[src/shared/efpa_pkg.sv]
// package for the external flash port controller: widths, timing, carriers
package efpa_pkg;
  localparam int ADDR_W = 21;
  localparam int DATA_W = 16;
  localparam int CLK_MHZ = 25;
  // bus cycle phase lengths in ns, counted in 40 ns cycles
  localparam int T_SETUP_NS = 80;
  localparam int T_STROBE_NS = 120;
  localparam int T_HOLD_NS = 80;
  localparam int T_RDACC_NS = 160;
  localparam int T_SETUP_CYC = (T_SETUP_NS * CLK_MHZ + 999) / 1000;
  localparam int T_STROBE_CYC = (T_STROBE_NS * CLK_MHZ + 999) / 1000;
  localparam int T_HOLD_CYC = (T_HOLD_NS * CLK_MHZ + 999) / 1000;
  localparam int T_RDACC_CYC = (T_RDACC_NS * CLK_MHZ + 999) / 1000;
  localparam int CNT_W = 4;
  // density selection codes
  localparam logic [1:0] DENS_16M = 2'h0;
  localparam logic [1:0] DENS_8M = 2'h1;
  localparam logic [1:0] DENS_4M = 2'h2;
  localparam logic [ADDR_W-1:0] AMASK_16M = 21'h0FFFFF;
  localparam logic [ADDR_W-1:0] AMASK_8M = 21'h07FFFF;
  localparam logic [ADDR_W-1:0] AMASK_4M = 21'h03FFFF;

  typedef struct packed {
    logic write;
    logic [ADDR_W-1:0] addr;
    logic [DATA_W-1:0] data;
  } efpa_req_t;

  typedef struct packed {
    logic [ADDR_W-1:0] addr;
    logic ce_n;
    logic oe_n;
    logic we_n;
    logic flash_reset_n;
  } efpa_pins_t;
endpackage

[src/rtl/efpa_ctrl.sv]
// external master that runs read and write bus cycles on the flash port
`timescale 1ns/100ps
// Notes on behaviour
// - top one, two or three address lines are forced low by density
// - this master drives the data bus in command and write cycles
// - flash reset pin is released to high impedance when flash unused
// - output enable driven low for read cycles, enabling flash drivers
// - write strobe pulsed low once per write cycle
// - start only once internal controller released bus and is held in reset
// - protection commands are ordinary command writes through this port
module efpa_ctrl
  import efpa_pkg::*;
(
  // clock and reset
  input wire logic i_core_clk,
  input wire logic i_nrst,
  // user side
  input wire logic i_use_flash,
  input wire logic i_bus_free,
  input wire logic [1:0] i_density,
  input wire logic i_req_valid,
  input wire efpa_req_t i_req,
  output logic o_req_ready,
  output logic o_rd_valid,
  output logic [DATA_W-1:0] o_rd_data,
  output logic o_config_hold_n,
  // flash pins
  output efpa_pins_t o_pins,
  output logic o_flash_reset_oe_n,
  output logic [DATA_W-1:0] o_dq,
  output logic o_dq_oe_n,
  input wire logic [DATA_W-1:0] i_dq
);
  typedef enum logic [2:0] {ST_IDLE, ST_SETUP, ST_STROBE, ST_HOLD, ST_RDWAIT} efpa_state_t;

  function automatic logic [ADDR_W-1:0] efpa_mask(input logic [1:0] d,
                                                  input logic [ADDR_W-1:0] a);
    unique case (d)
      DENS_8M: efpa_mask = a & AMASK_8M;
      DENS_4M: efpa_mask = a & AMASK_4M;
      default: efpa_mask = a & AMASK_16M;
    endcase
  endfunction

  // phase lengths are whole cycles; the counter runs down to zero
  function automatic logic [CNT_W-1:0] efpa_load(input int cyc);
    efpa_load = CNT_W'(cyc - 1);
  endfunction

  function automatic logic [CNT_W-1:0] efpa_dec(input logic [CNT_W-1:0] c);
    efpa_dec = c - 1'b1;
  endfunction

  efpa_state_t st_r, st_nxt;
  logic [CNT_W-1:0] cnt_r, cnt_nxt;
  logic wr_r, wr_nxt;
  efpa_pins_t pins_r, pins_nxt;
  logic rst_oe_n_r, rst_oe_n_nxt;
  logic [DATA_W-1:0] dq_r, dq_nxt;
  logic dq_oe_n_r, dq_oe_n_nxt;
  logic ready_r, ready_nxt;
  logic rdv_r, rdv_nxt;
  logic [DATA_W-1:0] rdd_r, rdd_nxt;
  logic hold_n_r, hold_n_nxt;

  // bus ownership follows the user request directly, no sequencing needed
  always_comb begin
    // keep the internal controller in reset whenever we want the bus
    hold_n_nxt = ~i_use_flash;
    // release reset pin when not using flash, else drive it high
    rst_oe_n_nxt = ~i_use_flash;
  end

  always_ff @(posedge i_core_clk or negedge i_nrst) begin
    if (!i_nrst) begin
      rst_oe_n_r <= 1'b1;
      hold_n_r <= 1'b1;
    end else begin
      rst_oe_n_r <= rst_oe_n_nxt;
      hold_n_r <= hold_n_nxt;
    end
  end

  // one cycle of grace so ready never overlaps a started cycle
  always_comb begin
    ready_nxt = 1'b0;
    if (st_r == ST_IDLE && !ready_r) begin
      ready_nxt = i_use_flash & i_bus_free;
    end
  end

  always_ff @(posedge i_core_clk or negedge i_nrst) begin
    if (!i_nrst) begin
      ready_r <= 1'b0;
    end else begin
      ready_r <= ready_nxt;
    end
  end

  // read data sampled once at the end of the access time, then held
  always_comb begin
    rdv_nxt = 1'b0;
    rdd_nxt = rdd_r;
    if (st_r == ST_RDWAIT && cnt_r == '0) begin
      rdd_nxt = i_dq;
      rdv_nxt = 1'b1;
    end
  end

  always_ff @(posedge i_core_clk or negedge i_nrst) begin
    if (!i_nrst) begin
      rdv_r <= 1'b0;
      rdd_r <= '0;
    end else begin
      rdv_r <= rdv_nxt;
      rdd_r <= rdd_nxt;
    end
  end

  always_comb begin
    st_nxt = st_r;
    cnt_nxt = cnt_r;
    wr_nxt = wr_r;
    pins_nxt = pins_r;
    dq_nxt = dq_r;
    dq_oe_n_nxt = dq_oe_n_r;
    pins_nxt.flash_reset_n = 1'b1;
    unique case (st_r)
      ST_IDLE: begin
        pins_nxt.ce_n = 1'b1;
        pins_nxt.oe_n = 1'b1;
        pins_nxt.we_n = 1'b1;
        dq_oe_n_nxt = 1'b1;
        if (ready_r && i_req_valid) begin
          wr_nxt = i_req.write;
          pins_nxt.addr = efpa_mask(i_density, i_req.addr);
          pins_nxt.ce_n = 1'b0;
          dq_nxt = i_req.data;
          // writes drive data; reads leave the bus released
          dq_oe_n_nxt = ~i_req.write;
          cnt_nxt = efpa_load(T_SETUP_CYC);
          st_nxt = ST_SETUP;
        end
      end
      ST_SETUP: begin
        if (cnt_r == '0) begin
          if (wr_r) begin
            pins_nxt.we_n = 1'b0;
            cnt_nxt = efpa_load(T_STROBE_CYC);
            st_nxt = ST_STROBE;
          end else begin
            // data bus already released before output enable
            pins_nxt.oe_n = 1'b0;
            cnt_nxt = efpa_load(T_RDACC_CYC);
            st_nxt = ST_RDWAIT;
          end
        end else begin
          cnt_nxt = efpa_dec(cnt_r);
        end
      end
      ST_STROBE: begin
        if (cnt_r == '0) begin
          // address and data held stable across the rising edge
          pins_nxt.we_n = 1'b1;
          cnt_nxt = efpa_load(T_HOLD_CYC);
          st_nxt = ST_HOLD;
        end else begin
          cnt_nxt = efpa_dec(cnt_r);
        end
      end
      ST_RDWAIT: begin
        if (cnt_r == '0) begin
          pins_nxt.oe_n = 1'b1;
          cnt_nxt = efpa_load(T_HOLD_CYC);
          st_nxt = ST_HOLD;
        end else begin
          cnt_nxt = efpa_dec(cnt_r);
        end
      end
      ST_HOLD: begin
        if (cnt_r == '0) begin
          pins_nxt.ce_n = 1'b1;
          dq_oe_n_nxt = 1'b1;
          st_nxt = ST_IDLE;
        end else begin
          cnt_nxt = efpa_dec(cnt_r);
        end
      end
    endcase
  end

  always_ff @(posedge i_core_clk or negedge i_nrst) begin
    if (!i_nrst) begin
      st_r <= ST_IDLE;
      cnt_r <= '0;
      wr_r <= 1'b0;
      pins_r <= '{addr: '0, ce_n: 1'b1, oe_n: 1'b1, we_n: 1'b1, flash_reset_n: 1'b1};
      dq_r <= '0;
      dq_oe_n_r <= 1'b1;
    end else begin
      st_r <= st_nxt;
      cnt_r <= cnt_nxt;
      wr_r <= wr_nxt;
      pins_r <= pins_nxt;
      dq_r <= dq_nxt;
      dq_oe_n_r <= dq_oe_n_nxt;
    end
  end

  // write protect has no port here at all
  assign o_pins = pins_r;
  assign o_flash_reset_oe_n = rst_oe_n_r;
  assign o_dq = dq_r;
  assign o_dq_oe_n = dq_oe_n_r;
  assign o_req_ready = ready_r;
  assign o_rd_valid = rdv_r;
  assign o_rd_data = rdd_r;
  assign o_config_hold_n = hold_n_r;
endmodule // efpa_ctrl

[config.mk]
export PLATFORM = sky130hd
export DESIGN_NAME = efpa_ctrl
export DESIGN_NICKNAME = d
export VERILOG_FILES = /design/src/shared/efpa_pkg.sv /design/src/rtl/efpa_ctrl.sv
export SDC_FILE = /design/constraint.sdc
export NUM_CORES = 1
export LEC_CHECK = 0
export ABC_AREA = 0
export BUFFER_PORTS_ARGS = -buffer_cell sky130_fd_sc_hd__buf_2
export CAP_MARGIN = 20
export CORE_ASPECT_RATIO = 1.25
export CORE_UTILIZATION = 42
export DETAILED_ROUTE_END_ITERATION = 10
export GPL_ROUTABILITY_DRIVEN = 1
export HOLD_SLACK_MARGIN = 0.05
export PLACE_DENSITY = 0.75
export SLEW_MARGIN = 5
export SYNTH_ARGS = -nofsm -noshare
export SYNTH_HDL_FRONTEND = slang
export SYNTH_SLANG_ARGS = --single-unit
[constraint.sdc]
create_clock -name i_core_clk -period 1.65 [get_ports i_core_clk]
set_input_delay 0.33 -clock i_core_clk [delete_from_list [all_inputs] [get_ports i_core_clk]]
set_output_delay 0.33 -clock i_core_clk [all_outputs]
set_load 0.02 [all_outputs]
==> impl_metrics.xml, run 1 <==
<?xml version="1.0" encoding="UTF-8"?>
<metrics>
  <group name="status">
    <metric name="status" unit="">finished, violations left</metric>
    <metric name="violated_checks" unit="">negative setup slack</metric>
  </group>
  <group name="logic_synthesis">
    <metric name="yosysWarningCount" unit="">0</metric>
    <metric name="post_synth_mux_area_share" unit="%">21.2</metric>
    <metric name="area_share_of_xor_xnor_cells_in_the_synthesized_design" unit="%">0.622</metric>
    <metric name="post_synth.cell_area_avg" unit="um^2">13.7</metric>
    <metric name="fraction_of_the_mapped_netlist_area_in_simple_logic_gates" unit="%">6.54</metric>
    <metric name="yosys.area.top_type_share" unit="%">55.1</metric>
    <metric name="syn_inst" unit="">205</metric>
    <metric name="synth_compound_gate_area_share" unit="%">6.14</metric>
    <metric name="synth.lib_cells_used.distinct" unit="">42</metric>
    <metric name="synth_top_family_by_area" unit="">multiplexers</metric>
    <metric name="flop_and_latch_count_out_of_synthesis" unit="">67</metric>
    <metric name="synth-adder-area-share" unit="%">1.33</metric>
    <metric name="synth_edf_count" unit="">0</metric>
    <metric name="synth_nets" unit="">269</metric>
    <metric name="synth_ff_type" unit="">sky130_fd_sc_hd__dfrtp_1</metric>
    <metric name="synthArstFlopShare" unit="%">100</metric>
    <metric name="seq_area_frac_synth" unit="%">59.8</metric>
    <metric name="syn_area" unit="um^2">2810</metric>
    <metric name="library_cell_occupying_the_most_area_in_the_post_synthesis_netlist" unit="">sky130_fd_sc_hd__dfrtp_1</metric>
    <metric name="synth.top_cells.by_area" unit="">sky130_fd_sc_hd__dfrtp_1, sky130_fd_sc_hd__mux2_2, sky130_fd_sc_hd__dfstp_2</metric>
  </group>
  <group name="sta">
    <metric name="period_needed" unit="ps">1750</metric>
    <metric name="timing.setup.tns" unit="ps">-102</metric>
    <metric name="finalSetupViolations" unit="">1</metric>
    <metric name="final_cycle_share" unit="%">106</metric>
    <metric name="timing_max_transition_violations_final" unit="">0</metric>
    <metric name="hold_viol" unit="">0</metric>
    <metric name="grt_setup_unrepaired" unit="">true</metric>
    <metric name="fmax" unit="MHz">571</metric>
    <metric name="finalWorstSetupSlack" unit="ps">-102</metric>
    <metric name="clock_skew" unit="ps">9.60</metric>
  </group>
  <group name="routing">
    <metric name="routedWlPerCell" unit="um">13.8</metric>
    <metric name="wl_met1" unit="mm">2.52</metric>
    <metric name="antenna_violating_nets_post_route" unit="">0</metric>
    <metric name="wirelength" unit="mm">6.07</metric>
    <metric name="drt_iter0_markers" unit="">75</metric>
    <metric name="avgViaCountPerCell" unit="">4.85</metric>
    <metric name="dr.max_layer_used" unit="">met4</metric>
    <metric name="first_pass_iters" unit="">6</metric>
    <metric name="wl_met2" unit="mm">3.24</metric>
    <metric name="met3WireLength" unit="um">248</metric>
    <metric name="dr_total_vias" unit="">2131</metric>
    <metric name="drc" unit="">0</metric>
  </group>
  <group name="global_route">
    <metric name="global_route.overflow_total" unit="">0</metric>
    <metric name="largest_net_degree_at_the_start_of_global_routing" unit="">68</metric>
    <metric name="global_route_wire_length_before_repair" unit="mm">8.94</metric>
    <metric name="vias_in_the_first_global_route" unit="">2024</metric>
    <metric name="number_of_antenna_violations_at_the_first_check_in_global_routing" unit="">0</metric>
    <metric name="grt.total_usage" unit="%">17.0</metric>
  </group>
  <group name="clocking">
    <metric name="cts_tree" unit="">built</metric>
    <metric name="cell_at_the_root_of_the_clock_tree" unit="">sky130_fd_sc_hd__clkbuf_8</metric>
    <metric name="tritoncts.num_buffers" unit="">9</metric>
    <metric name="worst_path_clk_slew" unit="ps">70</metric>
    <metric name="cts-root-to-sink-buffers" unit="">2</metric>
    <metric name="htree_levels" unit="">3</metric>
    <metric name="insertion_delay_of_the_later_clocked_pin_in_the_worst_skew_pair" unit="ps">340</metric>
    <metric name="cts.sink_count" unit="">67</metric>
  </group>
  <group name="layout">
    <metric name="layout.cells.most_common" unit="">sky130_fd_sc_hd__buf_2</metric>
    <metric name="finalCoreUtilization" unit="%">62.5</metric>
    <metric name="syn_to_final_growth" unit="%">44.8</metric>
    <metric name="diode_count" unit="">0</metric>
    <metric name="share_of_post_route_cells_with_drive_strength_above_1" unit="%">65.9</metric>
    <metric name="mostFrequentLayoutCells" unit="">sky130_fd_sc_hd__buf_2, sky130_fd_sc_hd__dfrtp_1, sky130_fd_sc_hd__mux2_2</metric>
    <metric name="finalNetCount" unit="">411</metric>
  </group>
  <group name="floorplanning">
    <metric name="floorplan.core_area" unit="um^2">6520</metric>
    <metric name="dieHeight" unit="um">93.5</metric>
    <metric name="row_count" unit="">33</metric>
    <metric name="die_area" unit="um^2">7030</metric>
    <metric name="io-pin-count" unit="">123</metric>
    <metric name="floorplan.initialDensity" unit="%">43.1</metric>
    <metric name="die_width" unit="um">75.2</metric>
  </group>
  <group name="setup_path">
    <metric name="critical_r2r_launch" unit="">cnt_r[1]$_DFFE_PN0P_</metric>
    <metric name="critPathRequiredTime" unit="ps">1870</metric>
    <metric name="worst_setup_path_start_kind" unit="">register</metric>
    <metric name="timing.critical_path.fanout_max" unit="">3</metric>
    <metric name="reg2reg_depth" unit="">7</metric>
    <metric name="timing.rr.end" unit="">cnt_r[1]$_DFFE_PN0P_</metric>
    <metric name="criticalPathCategory" unit="">reg -&gt; reg</metric>
    <metric name="worstPathArrival" unit="ps">1970</metric>
    <metric name="worstSetupEndpointType" unit="">register</metric>
    <metric name="reg2reg_setup_slack" unit="ps">-100</metric>
  </group>
  <group name="power">
    <metric name="power.internal" unit="mW">5.20</metric>
    <metric name="sequential_power_share" unit="%">33.9</metric>
    <metric name="static-leakage-power" unit="nW">2.02</metric>
    <metric name="power_per_unit_of_standard_cell_area" unit="nW/um^2">2000</metric>
    <metric name="p_switching" unit="mW">2.96</metric>
    <metric name="power.share.switching" unit="%">36.3</metric>
    <metric name="power.combinational.fraction" unit="%">43.7</metric>
    <metric name="power.share.clock" unit="%">22.3</metric>
    <metric name="irDropWorstVdd" unit="V">0.000894</metric>
  </group>
  <group name="job">
    <metric name="timing.max_cap.violations" unit="">0</metric>
  </group>
  <group name="worst_hold_path">
    <metric name="hold_class" unit="">in -&gt; reg</metric>
    <metric name="hold_path_stages" unit="">2</metric>
    <metric name="hp-start" unit="">i_use_flash</metric>
    <metric name="worstHoldEndpoint" unit="">o_config_hold_n$_DFF_PN1_</metric>
  </group>
  <group name="placed_design">
    <metric name="gp_congestion" unit="">0.765</metric>
    <metric name="detailed_place_hpwl" unit="mm">4.07</metric>
    <metric name="total_of_buffers_placed_on_input_and_output_ports" unit="">119</metric>
    <metric name="pre_cts_worst_setup_slack" unit="ps">-117</metric>
  </group>
</metrics>
## per-layer routing
metal | track usage (%) | vias up
li1 | - | 1001
met5 | 0 | -
met4 | 8.80 | 0
met2 | 28.8 | 65
met3 | 3.66 | 5
met1 | 20.0 | 1060
## power groups by stage
| stage | Sequential [mW] | Combinational, mW | Clock (mW) |
|---|---|---|---|
| 5_1_grt | 2.86 | 3.82 | 1.93 |
| 3_3_place_gp | 2.74 | 3.24 | 0 |
| 6_report | 2.77 | 3.57 | 1.82 |
| 3_5_place_dp | 2.78 | 3.32 | 0 |
| 4_1_cts | 2.77 | 3.42 | 1.86 |
| 2_1_floorplan | 3.59 | 1.28 | 0 |
## per-stage QoR
| stage | power [mW] | instances | instance area (um^2) | hold WS, ps |
|---|---|---|---|---|
| global placement | 5.99 | 416 | 3610 | 372 |
| detailed placement | 6.11 | 416 | 3610 | 375 |
| finish | 8.16 | 439 | 4080 | 130 |
| floorplan | 4.87 | 205 | 2820 | 34.4 |
| global route | 8.61 | 439 | 4080 | 123 |
| CTS | 8.05 | 434 | 3930 | 114 |
## registers in the layout (all words and copies together), names as in the netlist
name,cells
o_config_hold_n,1
wr_r,1
st_r,3
o_dq,16
cnt_r,4
o_req_ready,1
o_rd_valid,1
o_dq_oe_n,1
o_rd_data,16
o_pins,23
## layout make-up
cell class                 instances  area, um^2
tap                               87         109
sequential                        67        1680
multi-input combinational        117        1100
inverter                           8        30.0
fill                             547        2450
timing repair buffer             144         875
clock buffer                      10         138
clock inverter                     6         136
## what timing repair did
item	CTS	global route
resized for setup	8	11
setup buffers	1	3
hold endpoints to repair	62	0
gates cloned	0	2
hold buffers	1	0
pin swaps	0	4
setup endpoints to repair	20	56
## critical path, cell delays in order (launching register included)
cell	delay, ps
sky130_fd_sc_hd__dfrtp_1	400
sky130_fd_sc_hd__inv_2	80
sky130_fd_sc_hd__ha_4	120
sky130_fd_sc_hd__or3b_4	380
sky130_fd_sc_hd__buf_4	150
sky130_fd_sc_hd__o21ai_1	100
sky130_fd_sc_hd__o311ai_2	120
sky130_fd_sc_hd__mux2_4	280
## synth_stat cells, types with 2 or more instances
master                     count
sky130_fd_sc_hd__dfrtp_1      62
sky130_fd_sc_hd__mux2_2       48
sky130_fd_sc_hd__a21oi_1       8
sky130_fd_sc_hd__inv_1         8
sky130_fd_sc_hd__buf_4         7
sky130_fd_sc_hd__nand2_1       7
sky130_fd_sc_hd__nor2_1        6
sky130_fd_sc_hd__dfstp_2       5
sky130_fd_sc_hd__o21ai_0       5
sky130_fd_sc_hd__mux2_1        4
sky130_fd_sc_hd__buf_2         3
sky130_fd_sc_hd__ha_1          3
sky130_fd_sc_hd__nand3_1       3
sky130_fd_sc_hd__a31oi_1       2
sky130_fd_sc_hd__clkbuf_1      2
sky130_fd_sc_hd__conb_1        2
sky130_fd_sc_hd__nand4_1       2
sky130_fd_sc_hd__nor3_1        2
sky130_fd_sc_hd__o211ai_1      2
sky130_fd_sc_hd__o31ai_1       2
## kinds of logic (layout without fill, tap and decap cells)
group	Yosys count	after routing
simple gates	31	31
buf+inv	21	168
other cells	2	2
xor+xnor	2	2
fa+ha+maj	3	3
compound gates	26	26
flops	67	67
mux	53	53
## worst max path at each step
stage                            to  cells past startpoint            startpoint
2_1_floorplan  cnt_r[1]$_DFFE_PN0P_                      6  cnt_r[0]$_DFFE_PN0P_
3_3_place_gp   cnt_r[1]$_DFFE_PN0P_                      6  cnt_r[1]$_DFFE_PN0P_
3_5_place_dp   cnt_r[1]$_DFFE_PN0P_                      6  cnt_r[1]$_DFFE_PN0P_
4_1_cts        cnt_r[1]$_DFFE_PN0P_                      6  cnt_r[0]$_DFFE_PN0P_
5_1_grt        cnt_r[1]$_DFFE_PN0P_                      7  cnt_r[0]$_DFFE_PN0P_
6_report       cnt_r[1]$_DFFE_PN0P_                      7  cnt_r[1]$_DFFE_PN0P_
(Power assumes the default switching activity.)
==> run 2: changes to the inputs <==
--- a/config.mk
+++ b/config.mk
@@ -7,13 +7,14 @@
 export LEC_CHECK = 0
 export ABC_AREA = 0
 export BUFFER_PORTS_ARGS = -buffer_cell sky130_fd_sc_hd__buf_2
-export CAP_MARGIN = 20
 export CORE_ASPECT_RATIO = 1.25
 export CORE_UTILIZATION = 42
 export DETAILED_ROUTE_END_ITERATION = 10
 export GPL_ROUTABILITY_DRIVEN = 1
 export HOLD_SLACK_MARGIN = 0.05
+export MAX_ROUTING_LAYER = met4
 export PLACE_DENSITY = 0.75
+export REMOVE_ABC_BUFFERS = 1
 export SLEW_MARGIN = 5
 export SYNTH_ARGS = -nofsm -noshare
 export SYNTH_HDL_FRONTEND = slang
==> impl_metrics.xml, run 2 (synthesized netlist as in run 1, its figures left out) <==
<?xml version="1.0" encoding="UTF-8"?>
<metrics>
  <group name="layout">
    <metric name="share_of_post_route_cells_with_drive_strength_above_1" unit="%">64.1</metric>
    <metric name="finalNetCount" unit="">405</metric>
    <metric name="layout.cells.most_common" unit="">sky130_fd_sc_hd__buf_2</metric>
    <metric name="largest_register_ff_count" unit="">23</metric>
    <metric name="post-route-cell-area" unit="um^2">3920</metric>
    <metric name="mostFrequentLayoutCells" unit="">sky130_fd_sc_hd__buf_2, sky130_fd_sc_hd__dfrtp_1, sky130_fd_sc_hd__mux2_2</metric>
    <metric name="diode_count" unit="">0</metric>
    <metric name="syn_to_final_growth" unit="%">39.3</metric>
    <metric name="layout.cells.non_filler" unit="">432</metric>
    <metric name="finalCoreUtilization" unit="%">60.1</metric>
  </group>
  <group name="sta">
    <metric name="fmax" unit="MHz">576</metric>
    <metric name="hold_slack" unit="ps">151</metric>
    <metric name="hold_viol" unit="">0</metric>
    <metric name="finalSetupViolations" unit="">1</metric>
    <metric name="timing_max_transition_violations_final" unit="">0</metric>
    <metric name="period_needed" unit="ps">1740</metric>
    <metric name="finalWorstSetupSlack" unit="ps">-85.2</metric>
    <metric name="clock_skew" unit="ps">8.93</metric>
    <metric name="grt_setup_unrepaired" unit="">true</metric>
    <metric name="final_cycle_share" unit="%">105</metric>
  </group>
  <group name="routing">
    <metric name="dr_total_vias" unit="">2098</metric>
    <metric name="antenna_violating_nets_post_route" unit="">0</metric>
    <metric name="avgViaCountPerCell" unit="">4.86</metric>
    <metric name="drc" unit="">0</metric>
    <metric name="routedWlPerCell" unit="um">14.0</metric>
    <metric name="first_pass_iters" unit="">5</metric>
    <metric name="wirelength" unit="mm">6.06</metric>
    <metric name="drt_iter0_markers" unit="">82</metric>
  </group>
  <group name="power">
    <metric name="power_per_unit_of_standard_cell_area" unit="nW/um^2">1970</metric>
    <metric name="irDropWorstVdd" unit="V">0.000918</metric>
    <metric name="static-leakage-power" unit="nW">1.94</metric>
  </group>
  <group name="floorplanning">
    <metric name="dieHeight" unit="um">93.5</metric>
    <metric name="floorplan.core_area" unit="um^2">6520</metric>
    <metric name="row_count" unit="">33</metric>
    <metric name="io-pin-count" unit="">123</metric>
    <metric name="die_width" unit="um">75.2</metric>
    <metric name="floorplan.initialDensity" unit="%">43.1</metric>
    <metric name="die_area" unit="um^2">7030</metric>
  </group>
  <group name="placed_design">
    <metric name="dpl_cell_area" unit="um^2">3590</metric>
    <metric name="detailed_place_hpwl" unit="mm">4.22</metric>
    <metric name="pre_cts_worst_setup_slack" unit="ps">-89.6</metric>
    <metric name="total_of_buffers_placed_on_input_and_output_ports" unit="">119</metric>
    <metric name="place.detailed.instances" unit="">413</metric>
    <metric name="gp_congestion" unit="">0.771</metric>
  </group>
  <group name="clocking">
    <metric name="htree_levels" unit="">3</metric>
    <metric name="insertion_delay_of_the_later_clocked_pin_in_the_worst_skew_pair" unit="ps">330</metric>
    <metric name="tritoncts.num_buffers" unit="">9</metric>
    <metric name="worst_path_clk_slew" unit="ps">70</metric>
    <metric name="cts.sink_count" unit="">67</metric>
    <metric name="cts-root-to-sink-buffers" unit="">2</metric>
    <metric name="cts_tree" unit="">built</metric>
    <metric name="cell_at_the_root_of_the_clock_tree" unit="">sky130_fd_sc_hd__clkbuf_8</metric>
  </group>
  <group name="global_route">
    <metric name="number_of_antenna_violations_at_the_first_check_in_global_routing" unit="">0</metric>
    <metric name="global_route_wire_length_before_repair" unit="mm">9.62</metric>
    <metric name="grt.total_usage" unit="%">19.1</metric>
    <metric name="largest_net_degree_at_the_start_of_global_routing" unit="">68</metric>
    <metric name="global_route.overflow_total" unit="">0</metric>
    <metric name="vias_in_the_first_global_route" unit="">2071</metric>
  </group>
  <group name="setup_path">
    <metric name="crit_path_max_incr_delay" unit="ps">420</metric>
    <metric name="worst_setup_path_start_kind" unit="">register</metric>
    <metric name="worstSetupEndpointType" unit="">register</metric>
    <metric name="critical-path-slowest-cell" unit="">sky130_fd_sc_hd__or4_1</metric>
    <metric name="timing.critical_path.fanout_max" unit="">3</metric>
    <metric name="cp_cell_sequence" unit="">inv_2, ha_4, or3b_4, or4_1, o311ai_1, mux2_4</metric>
    <metric name="criticalPathCategory" unit="">reg -&gt; reg</metric>
    <metric name="worstPathArrival" unit="ps">2010</metric>
    <metric name="critPathRequiredTime" unit="ps">1920</metric>
  </group>
  <group name="status">
    <metric name="status" unit="">finished, violations left</metric>
    <metric name="violated_checks" unit="">negative setup slack</metric>
  </group>
  <group name="worst_hold_path">
    <metric name="hold_class" unit="">in -&gt; reg</metric>
  </group>
  <group name="job">
    <metric name="timing.max_cap.violations" unit="">0</metric>
  </group>
</metrics>
[run 2: report_power, final]
group | switching [mW] | internal (mW)
combinational | 1.95 | 1.56
sequential | 0.384 | 2.39
clock | 0.582 | 0.857
[run 2: layer usage]
layer / share of wire (%) / vias up / GRT usage (%)
li1: - / 994 / -
met1: 41 / 1022 / 23.1
met2: 53 / 71 / 29.9
met3: 4.0 / 11 / 5.28
met4: 2.0 / 0 / 7.72
met5: 0 / - / -
[run 2: worst max-delay path, delay by kind of cell (launching register included)]
kind	cells	cell delay, ps
AO/OA/AOI/OAI	1	90
multiplexers	1	190
flip-flops	1	390
AND/OR/NAND/NOR	2	810
buffers and inverters	1	80
adder cells (fa/ha/maj)	1	120
[run 2: path summary, 6_finish.rpt]
path	to	start	cells past startpoint	slack (ps)
max reg2reg	cnt_r[1]$_DFFE_PN0P_	cnt_r[1]$_DFFE_PN0P_	6	-90
max in group asynchronous	o_dq_oe_n$_DFFE_PN1P_	i_nrst	3	760
min	o_dq_oe_n$_DFFE_PN1P_	i_req[37]	2	150
min in group asynchronous	o_pins[14]$_DFFE_PN0P_	i_nrst	3	570
max	cnt_r[1]$_DFFE_PN0P_	cnt_r[1]$_DFFE_PN0P_	6	-90
min reg2reg	o_pins[2]$_DFFE_PN1P_	o_pins[2]$_DFFE_PN1P_	2	480
[run 2: what timing repair did]
| action | 4_1_cts | 5_1_grt |
|---|---|---|
| setup buffers | 2 | 0 |
| endpoints found under the hold margin | 62 | 0 |
| pin swaps | 4 | 3 |
| endpoints found under the setup margin | 20 | 25 |
| resized for setup | 11 | 7 |
| hold buffers | 1 | 0 |
| cloned | 1 | 0 |
[run 2: area by class of cell]
cell class	count	area [um^2]
Sequential cell	67	1680
Fill cell	555	2600
Clock buffer	14	183
Tap cell	87	109
Multi-Input combinational cell	118	1110
Timing Repair Buffer	137	774
Clock inverter	1	30.0
Inverter	8	30.0
[run 2: through the flow]
step | TNS, ps | power (mW)
6_report | -85.2 | 7.72
5_1_grt | -1160 | 8.16
4_1_cts | -61.5 | 7.70
3_5_place_dp | -1160 | 6.08
3_3_place_gp | -53.7 | 5.96
2_1_floorplan | -47720 | 4.78
